`src/stc_pkg.sv`:
```
package stc_pkg;
  // Register byte addresses on the APB bus
  localparam logic [7:0] STC_ADDR_RUN_CTRL = 8'h00;
  localparam logic [7:0] STC_ADDR_MODE_CTRL = 8'h04;
  localparam logic [7:0] STC_ADDR_COUNT_LOW = 8'h08;
  localparam logic [7:0] STC_ADDR_COUNT_HIGH = 8'h0C;
  localparam logic [7:0] STC_ADDR_CMPA_LOW = 8'h10;
  localparam logic [7:0] STC_ADDR_CMPA_HIGH = 8'h14;
  localparam logic [7:0] STC_ADDR_PERIOD = 8'h18;
  // Run and clock control fields
  localparam int STC_BIT_PAUSE = 7;
  localparam int STC_CKSEL_HI = 6;
  localparam int STC_CKSEL_LO = 4;
  localparam int STC_BIT_ENABLE = 3;
  localparam logic [7:0] STC_RUN_CTRL_MASK = 8'hF8;
  // Mode and pin control fields
  localparam int STC_MODE_HI = 7;
  localparam int STC_MODE_LO = 6;
  localparam int STC_PINF_HI = 5;
  localparam int STC_PINF_LO = 4;
  localparam int STC_BIT_OLC = 3;
  localparam int STC_BIT_INV = 2;
  localparam int STC_BIT_SWAP = 1;
  localparam int STC_BIT_CLRSEL = 0;
  localparam logic [7:0] STC_REG_RESET = 8'h00;
  localparam logic [15:0] STC_COUNT_ZERO = 16'h0000;
  localparam logic [16:0] STC_COUNT_ONE = 17'h0_0001;
  localparam logic [7:0] STC_LOW_ZERO = 8'h00;
  // Operating modes
  localparam logic [1:0] STC_MODE_CMP = 2'b00;
  localparam logic [1:0] STC_MODE_CAP = 2'b01;
  localparam logic [1:0] STC_MODE_PWM = 2'b10;
  localparam logic [1:0] STC_MODE_TMR = 2'b11;
  // Pin function codes
  localparam logic [1:0] STC_PF_00 = 2'b00;
  localparam logic [1:0] STC_PF_01 = 2'b01;
  localparam logic [1:0] STC_PF_10 = 2'b10;
  localparam logic [1:0] STC_PF_11 = 2'b11;
  // Clock source codes
  localparam logic [2:0] STC_CK_SYS4 = 3'b000;
  localparam logic [2:0] STC_CK_SYS = 3'b001;
  localparam logic [2:0] STC_CK_H16 = 3'b010;
  localparam logic [2:0] STC_CK_H64 = 3'b011;
  localparam logic [2:0] STC_CK_TBC = 3'b100;
  localparam logic [2:0] STC_CK_H8 = 3'b101;
  localparam logic [2:0] STC_CK_EXT_RISE = 3'b110;
  localparam logic [2:0] STC_CK_EXT_FALL = 3'b111;
  // Prescaler divide ratios
  localparam int STC_DIV_SYS = 4;
  localparam int STC_DIV_H8 = 8;
  localparam int STC_DIV_H16 = 16;
  localparam int STC_DIV_H64 = 64;
endpackage

```
`src/stc_tick_gen.sv`:
```
`timescale 1ns/100ps
module stc_tick_gen
  import stc_pkg::*;
(
  // Clock and control
  input wire logic i_clk,
  input wire logic i_srst,
  input wire logic i_ce,
  input wire logic [2:0] i_cksel,
  // Clock sources
  input wire logic i_tbc_tick,
  input wire logic i_ext_clk,
  // Count strobe
  output logic o_tick
);
  logic [5:0] pre;
  logic ext_s1;
  logic ext_s2;
  logic ext_s3;
  wire ext_rise = ext_s2 & ~ext_s3;
  wire ext_fall = ~ext_s2 & ext_s3;
  wire tick_sys4 = (pre[1:0] == 2'(STC_DIV_SYS - 1));
  wire tick_h8 = (pre[2:0] == 3'(STC_DIV_H8 - 1));
  wire tick_h16 = (pre[3:0] == 4'(STC_DIV_H16 - 1));
  wire tick_h64 = (pre == 6'(STC_DIV_H64 - 1));
  logic sel_tick;

  // One free prescaler serves all internal divided rates
  always_ff @(posedge i_clk) begin
    if (i_srst) begin
      pre <= '0;
      ext_s1 <= 1'b0;
      ext_s2 <= 1'b0;
      ext_s3 <= 1'b0;
    end else if (i_ce) begin
      pre <= pre + 6'd1;
      ext_s1 <= i_ext_clk;
      ext_s2 <= ext_s1;
      ext_s3 <= ext_s2;
    end
  end

  always_comb begin
    case (i_cksel)
      STC_CK_SYS4: sel_tick = tick_sys4;
      STC_CK_SYS: sel_tick = 1'b1;
      STC_CK_H16: sel_tick = tick_h16;
      STC_CK_H64: sel_tick = tick_h64;
      STC_CK_TBC: sel_tick = i_tbc_tick;
      STC_CK_H8: sel_tick = tick_h8;
      STC_CK_EXT_RISE: sel_tick = ext_rise;
      default: sel_tick = ext_fall;
    endcase
  end

  assign o_tick = sel_tick & i_ce;
endmodule

```
`src/stc_timer.sv`:
```
// Implementation choices: the APB register port and the register addresses.
`timescale 1ns/100ps
module stc_timer
  import stc_pkg::*;
(
  // Clock, reset, enable
  input wire logic I_CLK,
  input wire logic I_SRST,
  input wire logic I_CE,
  // APB slave
  input wire logic I_PSEL,
  input wire logic I_PENABLE,
  input wire logic I_PWRITE,
  input wire logic [7:0] I_PADDR,
  input wire logic [31:0] I_PWDATA,
  output logic [31:0] O_PRDATA,
  output logic O_PREADY,
  output logic O_PSLVERR,
  // Clock sources
  input wire logic I_TBC_TICK,
  input wire logic I_EXT_CLK,
  // Output and capture pin
  input wire logic I_TP_IN,
  output logic O_TP_OUT,
  output logic O_TP_OE,
  // Match requests
  output logic O_CMPA_MATCH,
  output logic O_CMPP_MATCH
);
  logic [7:0] run_ctrl;
  logic [7:0] mode_ctrl;
  logic [15:0] cmpa;
  logic [7:0] period;
  logic [15:0] cnt;
  logic en_prev;
  logic lvl;
  logic pulse_on;
  logic cap_s1;
  logic cap_s2;
  logic cap_s3;
  logic rd_err;
  logic tick;

  // Field views
  wire pause = run_ctrl[STC_BIT_PAUSE];
  wire [2:0] cksel = run_ctrl[STC_CKSEL_HI:STC_CKSEL_LO];
  wire enable = run_ctrl[STC_BIT_ENABLE];
  wire [1:0] mode = mode_ctrl[STC_MODE_HI:STC_MODE_LO];
  wire [1:0] pinf = mode_ctrl[STC_PINF_HI:STC_PINF_LO];
  wire olc = mode_ctrl[STC_BIT_OLC];
  wire inv = mode_ctrl[STC_BIT_INV];
  wire swap = mode_ctrl[STC_BIT_SWAP];
  wire clrsel = mode_ctrl[STC_BIT_CLRSEL];
  wire is_cmp = (mode == STC_MODE_CMP);
  wire is_cap = (mode == STC_MODE_CAP);
  wire is_pwm = (mode == STC_MODE_PWM);
  wire is_tmr = (mode == STC_MODE_TMR);

  // APB decode
  wire setup = I_PSEL & ~I_PENABLE;
  wire wr = I_PSEL & I_PENABLE & I_PWRITE;
  wire a_run = (I_PADDR == STC_ADDR_RUN_CTRL);
  wire a_mode = (I_PADDR == STC_ADDR_MODE_CTRL);
  wire a_cntl = (I_PADDR == STC_ADDR_COUNT_LOW);
  wire a_cnth = (I_PADDR == STC_ADDR_COUNT_HIGH);
  wire a_al = (I_PADDR == STC_ADDR_CMPA_LOW);
  wire a_ah = (I_PADDR == STC_ADDR_CMPA_HIGH);
  wire a_per = (I_PADDR == STC_ADDR_PERIOD);
  wire mapped = a_run | a_mode | a_cntl | a_cnth | a_al | a_ah | a_per;
  // Count bytes are read-only; writes to them are dropped
  wire wr_run = wr & a_run & I_CE;
  wire wr_mode = wr & a_mode & I_CE;
  wire wr_al = wr & a_al & I_CE;
  wire wr_ah = wr & a_ah & I_CE;
  wire wr_per = wr & a_per & I_CE;
  wire [7:0] rd_mux;
  assign rd_mux = a_run ? (run_ctrl & STC_RUN_CTRL_MASK) :
                  a_mode ? mode_ctrl :
                  a_cntl ? cnt[7:0] :
                  a_cnth ? cnt[15:8] :
                  a_al ? cmpa[7:0] :
                  a_ah ? cmpa[15:8] :
                  a_per ? period : STC_LOW_ZERO;

  // Counter step and comparators
  wire en_rise = enable & ~en_prev;
  wire run = enable & ~pause & ~en_rise;
  wire step = run & tick;
  wire [16:0] inc = {1'b0, cnt} + STC_COUNT_ONE;
  wire ovf = inc[16];
  wire a_hit = step & (inc[15:0] == cmpa);
  wire p_hit = step & (period != STC_LOW_ZERO)
               & (inc[15:0] == {period, STC_LOW_ZERO});
  wire p_wrap = step & ovf & (period == STC_LOW_ZERO);
  // PWM uses the swap bit; other modes use the clear select bit
  wire clr_by_a = is_pwm ? swap : clrsel;
  wire clr_now = clr_by_a ? (a_hit | (step & ovf)) : (p_hit | p_wrap | (step & ovf));
  wire [15:0] next_cnt = en_rise ? STC_COUNT_ZERO :
                         clr_now ? STC_COUNT_ZERO :
                         step ? inc[15:0] : cnt;
  wire flag_a = a_hit;
  wire flag_p = ~clr_by_a & (p_hit | p_wrap);

  // PWM duty compare against counter
  wire pwm_act_a = (cnt < cmpa);
  wire pwm_act_p = (period == STC_LOW_ZERO) | (cnt < {period, STC_LOW_ZERO});
  wire pwm_act = swap ? pwm_act_p : pwm_act_a;

  // Capture edges on the pin
  wire cap_rise = cap_s2 & ~cap_s3;
  wire cap_fall = ~cap_s2 & cap_s3;
  wire cap_hit = is_cap & enable & ((pinf == STC_PF_00 & cap_rise) |
                 (pinf == STC_PF_01 & cap_fall) |
                 (pinf == STC_PF_10 & (cap_rise | cap_fall)));

  // Compare-mode pin level on an A match
  logic cmp_lvl;
  always_comb begin
    case (pinf)
      STC_PF_01: cmp_lvl = 1'b0;
      STC_PF_10: cmp_lvl = 1'b1;
      STC_PF_11: cmp_lvl = ~lvl;
      default: cmp_lvl = lvl;
    endcase
  end

  // PWM and single pulse level, before polarity
  logic pwm_lvl;
  always_comb begin
    case (pinf)
      STC_PF_00: pwm_lvl = ~olc;
      STC_PF_01: pwm_lvl = olc;
      STC_PF_10: pwm_lvl = pwm_act ? olc : ~olc;
      default: pwm_lvl = pulse_on ? olc : ~olc;
    endcase
  end

  wire next_lvl = (is_cmp & en_rise) ? olc :
                  (is_cmp & a_hit) ? cmp_lvl :
                  is_pwm ? pwm_lvl : lvl;
  // Single pulse: starts on enable rise, ends on the A match
  wire next_pulse = en_rise ? 1'b1 : (a_hit ? 1'b0 : pulse_on);

  stc_tick_gen u_tick (
    .i_clk(I_CLK),
    .i_srst(I_SRST),
    .i_ce(I_CE),
    .i_cksel(cksel),
    .i_tbc_tick(I_TBC_TICK),
    .i_ext_clk(I_EXT_CLK),
    .o_tick(tick)
  );

  // Software registers
  always_ff @(posedge I_CLK) begin
    if (I_SRST) begin
      run_ctrl <= STC_REG_RESET;
      mode_ctrl <= STC_REG_RESET;
      period <= STC_REG_RESET;
    end else begin
      if (wr_run) run_ctrl <= I_PWDATA[7:0] & STC_RUN_CTRL_MASK;
      if (wr_mode) mode_ctrl <= I_PWDATA[7:0];
      if (wr_per) period <= I_PWDATA[7:0];
    end
  end

  // Compare A: software bytes, or counter snapshot on capture
  always_ff @(posedge I_CLK) begin
    if (I_SRST) begin
      cmpa <= STC_COUNT_ZERO;
    end else if (I_CE) begin
      if (cap_hit) cmpa <= cnt;
      else begin
        if (wr_al) cmpa[7:0] <= I_PWDATA[7:0];
        if (wr_ah) cmpa[15:8] <= I_PWDATA[7:0];
      end
    end
  end

  // Counter, pin level and match strobes
  always_ff @(posedge I_CLK) begin
    if (I_SRST) begin
      cnt <= STC_COUNT_ZERO;
      en_prev <= 1'b0;
      lvl <= 1'b0;
      pulse_on <= 1'b0;
      O_CMPA_MATCH <= 1'b0;
      O_CMPP_MATCH <= 1'b0;
    end else if (I_CE) begin
      cnt <= next_cnt;
      en_prev <= enable;
      lvl <= next_lvl;
      pulse_on <= next_pulse;
      O_CMPA_MATCH <= flag_a | cap_hit;
      O_CMPP_MATCH <= flag_p;
    end
  end

  // Capture pin synchroniser
  always_ff @(posedge I_CLK) begin
    if (I_SRST) begin
      cap_s1 <= 1'b0;
      cap_s2 <= 1'b0;
      cap_s3 <= 1'b0;
    end else if (I_CE) begin
      cap_s1 <= I_TP_IN;
      cap_s2 <= cap_s1;
      cap_s3 <= cap_s2;
    end
  end

  // Read data is captured in the setup phase, so the access phase needs no wait
  always_ff @(posedge I_CLK) begin
    if (I_SRST) begin
      O_PRDATA <= '0;
      rd_err <= 1'b0;
    end else if (I_CE && setup) begin
      O_PRDATA <= {24'h00_0000, rd_mux};
      rd_err <= ~mapped;
    end
  end

  assign O_PREADY = 1'b1;
  assign O_PSLVERR = I_PSEL & I_PENABLE & rd_err;
  // The pin is driven in compare and PWM modes only
  assign O_TP_OE = (is_cmp | is_pwm) & ~I_SRST;
  assign O_TP_OUT = O_TP_OE & (lvl ^ inv);
endmodule

```
`config.mk`:
```
export PLATFORM = sky130hd
export DESIGN_NAME = stc_timer
export DESIGN_NICKNAME = d
export VERILOG_FILES = /design/src/stc_pkg.sv /design/src/stc_tick_gen.sv /design/src/stc_timer.sv
export SDC_FILE = /design/constraint.sdc
export NUM_CORES = 1
export LEC_CHECK = 0
export ABC_AREA = 1
export BUFFER_PORTS_ARGS = -buffer_cell sky130_fd_sc_hd__buf_2
export CAP_MARGIN = 5
export CORE_ASPECT_RATIO = 0.5
export CORE_MARGIN = 4
export CORE_UTILIZATION = 62
export DETAILED_ROUTE_END_ITERATION = 7
export GPL_ROUTABILITY_DRIVEN = 0
export PLACE_DENSITY = 0.9
export SLEW_MARGIN = 5
export SYNTH_ARGS = -nofsm -noshare
export SYNTH_HDL_FRONTEND = slang
export SYNTH_SLANG_ARGS = --single-unit
```
`constraint.sdc`:
```
create_clock -name I_CLK -period 4.75 [get_ports I_CLK]
set_input_delay 0.7125 -clock I_CLK [delete_from_list [all_inputs] [get_ports I_CLK]]
set_output_delay 0.7125 -clock I_CLK [all_outputs]
set_load 0.03 [all_outputs]
```
==> results of run 1 <==
power by group:
group / leakage (nW) / switching [mW] / internal (mW)
clock network: 0.138 / 0.293 / 0.403
registers: 0.638 / 0.00390 / 0.669
logic: 1.83 / 0.0780 / 0.0224
worst paths after layout:
kind / endpoint / slack (ns) / depth (start not counted)
max: cnt[9]$_SDFFE_PP0P_ / 1.66 / 11
min: O_PRDATA[4]$_SDFFE_PP0P_ / 0.47 / 2
max reg2reg: cnt[9]$_SDFFE_PP0P_ / 1.68 / 13
min reg2reg: O_PRDATA[4]$_SDFFE_PP0P_ / 0.47 / 2
routing by layer:
layer	vias up	share of wire [%]	GRT usage [%]	routed length, um
li1	2885	-	-	-
met1	2756	38	40.9	6600
met2	458	41	49.1	7120
met3	101	16	13.1	2710
met4	0	4.6	14.9	798
met5	-	0	0	0
registers in the layout, indices dropped and copies added, names as in the netlist:
register / cells
cmpa: 16
cnt: 16
O_PRDATA: 8
mode_ctrl: 8
period: 8
u_tick.pre: 6
run_ctrl: 5
O_CMPA_MATCH: 1
O_CMPP_MATCH: 1
cap_s1: 1
cap_s2: 1
cap_s3: 1
en_prev: 1
lvl: 1
pulse_on: 1
rd_err: 1
u_tick.ext_s1: 1
u_tick.ext_s2: 1
u_tick.ext_s3: 1
worst max-delay path: stages:
cell and delay (ns):
sky130_fd_sc_hd__buf_2 0.33, sky130_fd_sc_hd__nand2_1 0.13, sky130_fd_sc_hd__nor2_1 0.14, sky130_fd_sc_hd__nand2_1 0.06
sky130_fd_sc_hd__nor2_1 0.37, sky130_fd_sc_hd__inv_1 0.12, sky130_fd_sc_hd__nand2_1 0.08, sky130_fd_sc_hd__nand2_1 0.07
sky130_fd_sc_hd__inv_1 0.88, sky130_fd_sc_hd__o21ai_0 0.28, sky130_fd_sc_hd__a21oi_2 0.17
final cells by class:
cell class	count	share of cell area [%]
multi-input cells	657	56.2
flip-flops and latches	79	26.6
inverters	110	6.93
clock buffers	9	3.78
repair buffers	37	3.11
well taps	117	2.46
clock inverters	5	1.01
cell usage in the layout (no fill, tap or decap), types with 5 or more instances in the layout:
cell type                   count
sky130_fd_sc_hd__o2111ai_1      5
sky130_fd_sc_hd__nand3_1       53
sky130_fd_sc_hd__nand2_1      188
sky130_fd_sc_hd__nor3_1        13
sky130_fd_sc_hd__inv_1        106
sky130_fd_sc_hd__o21ai_0       98
sky130_fd_sc_hd__ha_1          28
sky130_fd_sc_hd__dfxtp_1       79
sky130_fd_sc_hd__nand4_1       19
sky130_fd_sc_hd__a21oi_1       73
sky130_fd_sc_hd__nand2_2       17
sky130_fd_sc_hd__clkbuf_16      9
sky130_fd_sc_hd__o22ai_1        6
sky130_fd_sc_hd__conb_1        25
sky130_fd_sc_hd__buf_2         37
sky130_fd_sc_hd__nor2_1        90
sky130_fd_sc_hd__a21oi_2       10
logic make-up (layout without fill, tap and decap cells):
kind of cell,count (synthesis),count (layout)
DFF,79,79
AOI/OAI and AO/OA,204,204
adders and majority gates,28,28
other,2,25
xor gates and xnor gates,4,4
and+or+nand+nor,396,396
buffers and inverters,159,161
==> summary.txt, run 1 <==
Logic synthesis
  – Cell types with the largest area share after synthesis: sky130_fd_sc_hd__dfxtp_1 (29%), sky130_fd_sc_hd__nand2_1 (13%), sky130_fd_sc_hd__o21ai_0 (8.9%)
  – Number of flops mapped to enable cells by yosys: 0
  – Post-Synth XOR/XNOR Area: 0.881%
  – Synthesized-area fraction occupied by adder cells: 6.32%
  – Library cell with the highest instance count after synthesis: sky130_fd_sc_hd__nand2_1
  – Netlist area before placement: 0.00554 sq mm
  – Share of synthesized area spent on multiplexers: 0%
  – Simple logic cell fraction of the synthesized area: 31.3%
  – Syn Area/Cell: 6.35 sq um
  – Most numerous cell types in the synthesized netlist: sky130_fd_sc_hd__nand2_1 (188), sky130_fd_sc_hd__inv_1 (106), sky130_fd_sc_hd__o21ai_0 (98)
  – Synth area leader: sky130_fd_sc_hd__dfxtp_1
  – Unique masters post-synth: 39
  – Number of storage elements in the synthesis netlist: 79
  – Synth warn: 0
  – Post-synthesis cell count: 872
  – Complex-gate fraction of the synthesized area: 20.2%
  – Largest family of logic cells by synthesized area: simple AND/OR/NAND/NOR gates
  – Leading register cell type out of synthesis: sky130_fd_sc_hd__dfxtp_1
  – Sequential share of the synthesized area: 28.6%
  – Synth async-reset ratio: 0%
  – Synth top area share: 28.6%

Final layout
  – Multi-input gate area in the final layout: 0.00334 sq mm
  – Layout fillers: 728
  – Antenna Diode Count: 0
  – Number of nets in the layout: 971
  – Non-Filler Instances: 1014
  – Synth-to-layout area growth: 7.52%
  – Share of layout cells above drive strength 1: 10.5%
  – Final standard cell area without fillers: 0.00596 sq mm
  – Utilization after layout: 68.4%
  – Sequential Area: 0.00158 sq mm

Detailed routing
  – Detailed Route Iter0 Violations: 945
  – Routed via count divided by cell count: 6.11
  – DR WL/cell: 17.0 um
  – Number of remaining DRC errors: 45
  – Antenna-violating nets left: 0
  – First-pass iteration count of the detailed router: 8
  – Vias post-DR: 6200
  – Wire length reported by the detailed router: 17200 um

Timing
  – Achievable clock frequency: 324 MHz
  – Worst hold margin: 0.474 ns
  – Shortest period the worst path allows: 3.09 ns
  – RSZ-0062 raised after global routing: no
  – Final Skew: 0.00675 ns
  – Tightest slew margin relative to the limit: 19.7%
  – Fin. max-slew vios: 0
  – Ratio of final minimum period to clock period: 65.1%
  – Worst-margin pin slew: 1.20 ns
  – Setup slack of the critical path after layout: 1.66 ns
  – Setup TNS: 0 ns
  – Final setup vio count: 0
  – Hold Vio Cnt, Final: 0

Worst setup path
  – Crit Path Max Fanout: 31
  – Critical path endpoint category: register
  – Worst setup SP type: input pin
  – Required time of the critical path: 5.03 ns
  – Worst setup path category: in -> reg
  – Data arrival time at the worst-slack endpoint: 3.37 ns
  – Worst reg2reg path startpoint: u_tick.pre[0]$_SDFFE_PP0P_
  – Critical path origin: I_CE

Die
  – Number of I/O pins: 87
  – Number of placement rows: 24
  – DIE AREA: 0.0106 sq mm
  – Core region area: 0.00871 sq mm
  – Die Ht: 74.8 um
  – Initial core utilization: 63.6%
  – Horizontal die dimension: 142 um

Pwr
  – Total power of the final layout: 1.47 mW
  – Maximum resistive drop on vdd: 0.221 mV
  – PD cells: 247 mW/mm^2
  – Leakage: 2.61 nW

Outcome
  – Failing checks: design-rule violations
  – Result of the run: finished with violations

Clock network
  – # hold bufs at CTS: 0
  – Clock slew at reported path FFs: 0.06 ns
  – Clock buffer count from CTS: 9
  – CTS tree: built
  – Total of cells resized after clock tree synthesis: 0
  – Clock Root Buffer: sky130_fd_sc_hd__clkbuf_16
  – Post-CTS setup buffer count: 0
  – Clock latency reported for the late side of the worst-skew pair: 0.35 ns
  – Buffer depth of the longest clock path: 2
  – H-Tree Depth: 3
  – Sinks on the clock net: 79

Placed design
  – Placed Cells: 1000
  – Hpwl dp: 12500 um
  – Port-buffer cells: 37
  – Place WS: 1.44 ns
  – Post-placement cell area: 0.00567 sq mm

Global route
  – Pin count of the biggest net entering global routing: 65
  – Number of global-route vias before repair: 5332
  – Remaining global-route overflow: 0
  – All-Layer GR Usage: 32.3%
  – Number of antenna violations at the first check in global routing: 0
  – Wire length of the first global-routing pass: 26700 um

Min path
  – Worst Hold Launch: O_PRDATA[4]$_SDFFE_PP0P_
  – Class of the tightest hold or removal check: reg -> reg

Job
  – Count of max-cap constraint violations: 0
No activity file was read; power rests on OpenSTA's default activity.
==> run 2, diff against run 1 <==
--- a/config.mk
+++ b/config.mk
@@ -10,10 +10,10 @@
 export CAP_MARGIN = 5
 export CORE_ASPECT_RATIO = 0.5
 export CORE_MARGIN = 4
-export CORE_UTILIZATION = 62
+export CORE_UTILIZATION = 52
 export DETAILED_ROUTE_END_ITERATION = 7
 export GPL_ROUTABILITY_DRIVEN = 0
-export PLACE_DENSITY = 0.9
+export PLACE_DENSITY = 0.81
 export SLEW_MARGIN = 5
 export SYNTH_ARGS = -nofsm -noshare
 export SYNTH_HDL_FRONTEND = slang
==> constraint.sdc (replaced) <==
create_clock -name I_CLK -period 2.8 [get_ports I_CLK]
set_input_delay 0.42 -clock I_CLK [delete_from_list [all_inputs] [get_ports I_CLK]]
set_output_delay 0.42 -clock I_CLK [all_outputs]
set_load 0.03 [all_outputs]
==> run 2 against run 1 <==
Effect of this change:
- the flow now finishes without violations
- worst hold slack worse by 0.17 ns
- sequential power increased by 69%
- global-route usage is 4.3 points lower
- largest cell class unchanged
- highest routed layer unchanged
==> summary.txt, run 2 (synthesis results as in run 1) <==
Outcome
  – Result of the run: completed

Worst setup path
  – Critical path endpoint category: register
  – Cell family with the largest share of critical-path delay: simple AND/OR/NAND/NOR gates
  – Ordered cell list for the critical path: nand2_1 -> nor2_2 -> nand2_1 -> o21ai_2 -> nand2_4 -> xor2_1 -> nor2_1 -> nand3_1 -> nand2_1 -> nand2_2 -> nand2_2 -> nor2_4 -> buf_12 -> nand2_2 -> a21oi_2
  – Worst setup path category: reg -> reg
  – Data arrival time at the worst-slack endpoint: 2.94 ns
  – Crit Path Max Fanout: 8
  – Max stage delay cell, worst path: sky130_fd_sc_hd__dfxtp_1
  – Required time of the critical path: 3.08 ns
  – Buffering stage count on the worst path with inverters included: 1
  – Worst setup SP type: register
  – Slowest cell delay on critical path: 0.52 ns

Global route
  – Number of global-route vias before repair: 5420
  – Remaining global-route overflow: 0
  – Wire length of the first global-routing pass: 27600 um
  – Pin count of the biggest net entering global routing: 65
  – Number of antenna violations at the first check in global routing: 0
  – All-Layer GR Usage: 28.0%

Timing
  – Fin. max-slew vios: 0
  – Ratio of final minimum period to clock period: 95.2%
  – Worst-margin pin slew: 0.609 ns
  – Tightest slew margin relative to the limit: 59.4%
  – Shortest period the worst path allows: 2.67 ns
  – RSZ-0062 raised after global routing: no
  – Achievable clock frequency: 375 MHz
  – Final setup vio count: 0
  – Final Skew: 0.00891 ns
  – Setup TNS: 0 ns
  – Hold Vio Cnt, Final: 0

Clock network
  – H-Tree Depth: 3
  – Clock latency reported for the late side of the worst-skew pair: 0.35 ns
  – Clock Root Buffer: sky130_fd_sc_hd__clkbuf_16
  – Clock slew at reported path FFs: 0.06 ns
  – Sinks on the clock net: 79
  – Buffer depth of the longest clock path: 2
  – CTS tree: built
  – Clock buffer count from CTS: 9

Pwr
  – Internal portion of total power: 1.81 mW
  – Power spent charging and discharging nets: 653 uW
  – Clock power share: 46.7%
  – Maximum resistive drop on vdd: 0.374 mV
  – Combinational group share of total power: 6.9%
  – Power share of the sequential group: 46.4%
  – Switching part of the total: 26.5%
  – Leakage: 2.73 nW
  – PD cells: 397 mW/mm^2

Final layout
  – Synth-to-layout area growth: 11.8%
  – Antenna Diode Count: 0
  – Largest registers ranked by flip-flop count: cmpa x16, cnt x16
  – Share of layout cells above drive strength 1: 12.7%
  – Number of nets in the layout: 992
  – Most common cell after layout, fill and taps aside: sky130_fd_sc_hd__nand2_1
  – Most frequent cells in the layout: sky130_fd_sc_hd__nand2_1 (188), sky130_fd_sc_hd__inv_1 (106), sky130_fd_sc_hd__o21ai_0 (98)
  – Final standard cell area without fillers: 0.00619 sq mm

Die
  – Initial core utilization: 53.7%
  – Number of placement rows: 26
  – Number of I/O pins: 87
  – DIE AREA: 0.0125 sq mm
  – Horizontal die dimension: 154 um
  – Core region area: 0.0103 sq mm
  – Die Ht: 81.0 um

Min path
  – Class of the tightest hold or removal check: in -> reg

Detailed routing
  – Vias post-DR: 6235
  – Antenna-violating nets left: 0
  – First-pass iteration count of the detailed router: 7
  – Wire length on met2: 7460 um
  – WL met1: 7140 um
  – Wire length reported by the detailed router: 17600 um
  – DR WL/cell: 16.6 um
  – Total met3 wirelength after detailed routing: 2520 um
  – Detailed Route Iter0 Violations: 809
  – Number of remaining DRC errors: 0
  – Highest layer used for signal routing: met4
  – Routed via count divided by cell count: 5.88

Job
  – Count of max-cap constraint violations: 0

Placed design
  – Port-buffer cells: 37
  – Post-placement cell area: 0.00587 sq mm
  – Hpwl dp: 13200 um
==> run 2: power by group through the flow <==
stage	Combinational (mW)	Sequential, mW	Clock [mW]
after global placement	0.161	1.17	0
after global routing	0.186	1.14	1.19
after detailed placement	0.164	1.17	0
after floorplan	0.142	1.17	0
final	0.171	1.14	1.15
after CTS	0.165	1.14	1.15
==> run 2: metal layers <==
| layer | up-vias | GRT usage [%] |
|---|---|---|
| met5 | - | 0 |
| met1 | 2832 | 36.9 |
| met2 | 419 | 44.7 |
| met4 | 0 | 8.11 |
| li1 | 2913 | - |
| met3 | 71 | 8.62 |
==> run 2: through the flow <==
step | setup slack [ns] | cells | hold slack [ns] | utilization, % | total power, mW
final | 0.133 | 1060 | 0.303 | 60.0 | 2.46
after detailed placement | 0.219 | 1043 | 0.455 | 57.0 | 1.33
after global placement | 0.292 | 1043 | 0.451 | 57.0 | 1.33
after global routing | 0.0111 | 1060 | 0.318 | 60.0 | 2.52
after CTS | 0.139 | 1059 | 0.302 | 59.7 | 2.45
after floorplan | 0.645 | 895 | 0.437 | - | 1.31
==> run 2: worst register-to-register path, cell delays in order (launching register included) <==
cell and delay, ns:
sky130_fd_sc_hd__dfxtp_1 0.52, sky130_fd_sc_hd__nand2_1 0.16, sky130_fd_sc_hd__nor2_2 0.23, sky130_fd_sc_hd__nand2_1 0.16, sky130_fd_sc_hd__o21ai_2 0.24, sky130_fd_sc_hd__nand2_4 0.10, sky130_fd_sc_hd__xor2_1 0.16, sky130_fd_sc_hd__nor2_1 0.06
sky130_fd_sc_hd__nand3_1 0.08, sky130_fd_sc_hd__nand2_1 0.07, sky130_fd_sc_hd__nand2_2 0.19, sky130_fd_sc_hd__nand2_2 0.10, sky130_fd_sc_hd__nor2_4 0.20, sky130_fd_sc_hd__buf_12 0.17, sky130_fd_sc_hd__nand2_2 0.06, sky130_fd_sc_hd__a21oi_2 0.11
==> run 2: path summary, 6_finish.rpt <==
check / startpoint / cells past startpoint / slack (ns) / end
worst max-delay path: cnt[8]$_SDFFE_PP0P_ / 15 / 0.13 / cnt[7]$_SDFFE_PP0P_
worst max register to register: cnt[8]$_SDFFE_PP0P_ / 15 / 0.13 / cnt[7]$_SDFFE_PP0P_
worst min register to register: O_PRDATA[3]$_SDFFE_PP0P_ / 2 / 0.46 / O_PRDATA[3]$_SDFFE_PP0P_
worst min-delay path: I_TP_IN / 3 / 0.30 / cap_s1$_SDFFE_PP0P_
==> run 2: timing repair <==
| action | CTS | global route |
|---|---|---|
| hold buffers | 0 | 0 |
| buffers inserted | 0 | 1 |
| gates resized for setup | 0 | 3 |
| endpoints found under the setup margin | 0 | 9 |
==> run 2: layout make-up <==
type,instances,area (sq um)
Clock buffer,11,243
Clock inverter,5,41.3
Fill cell,920,4120
Inverter,110,413
Multi-Input combinational cell,657,3360
Sequential cell,79,1580
Tap cell,140,175
Timing Repair Buffer,58,380
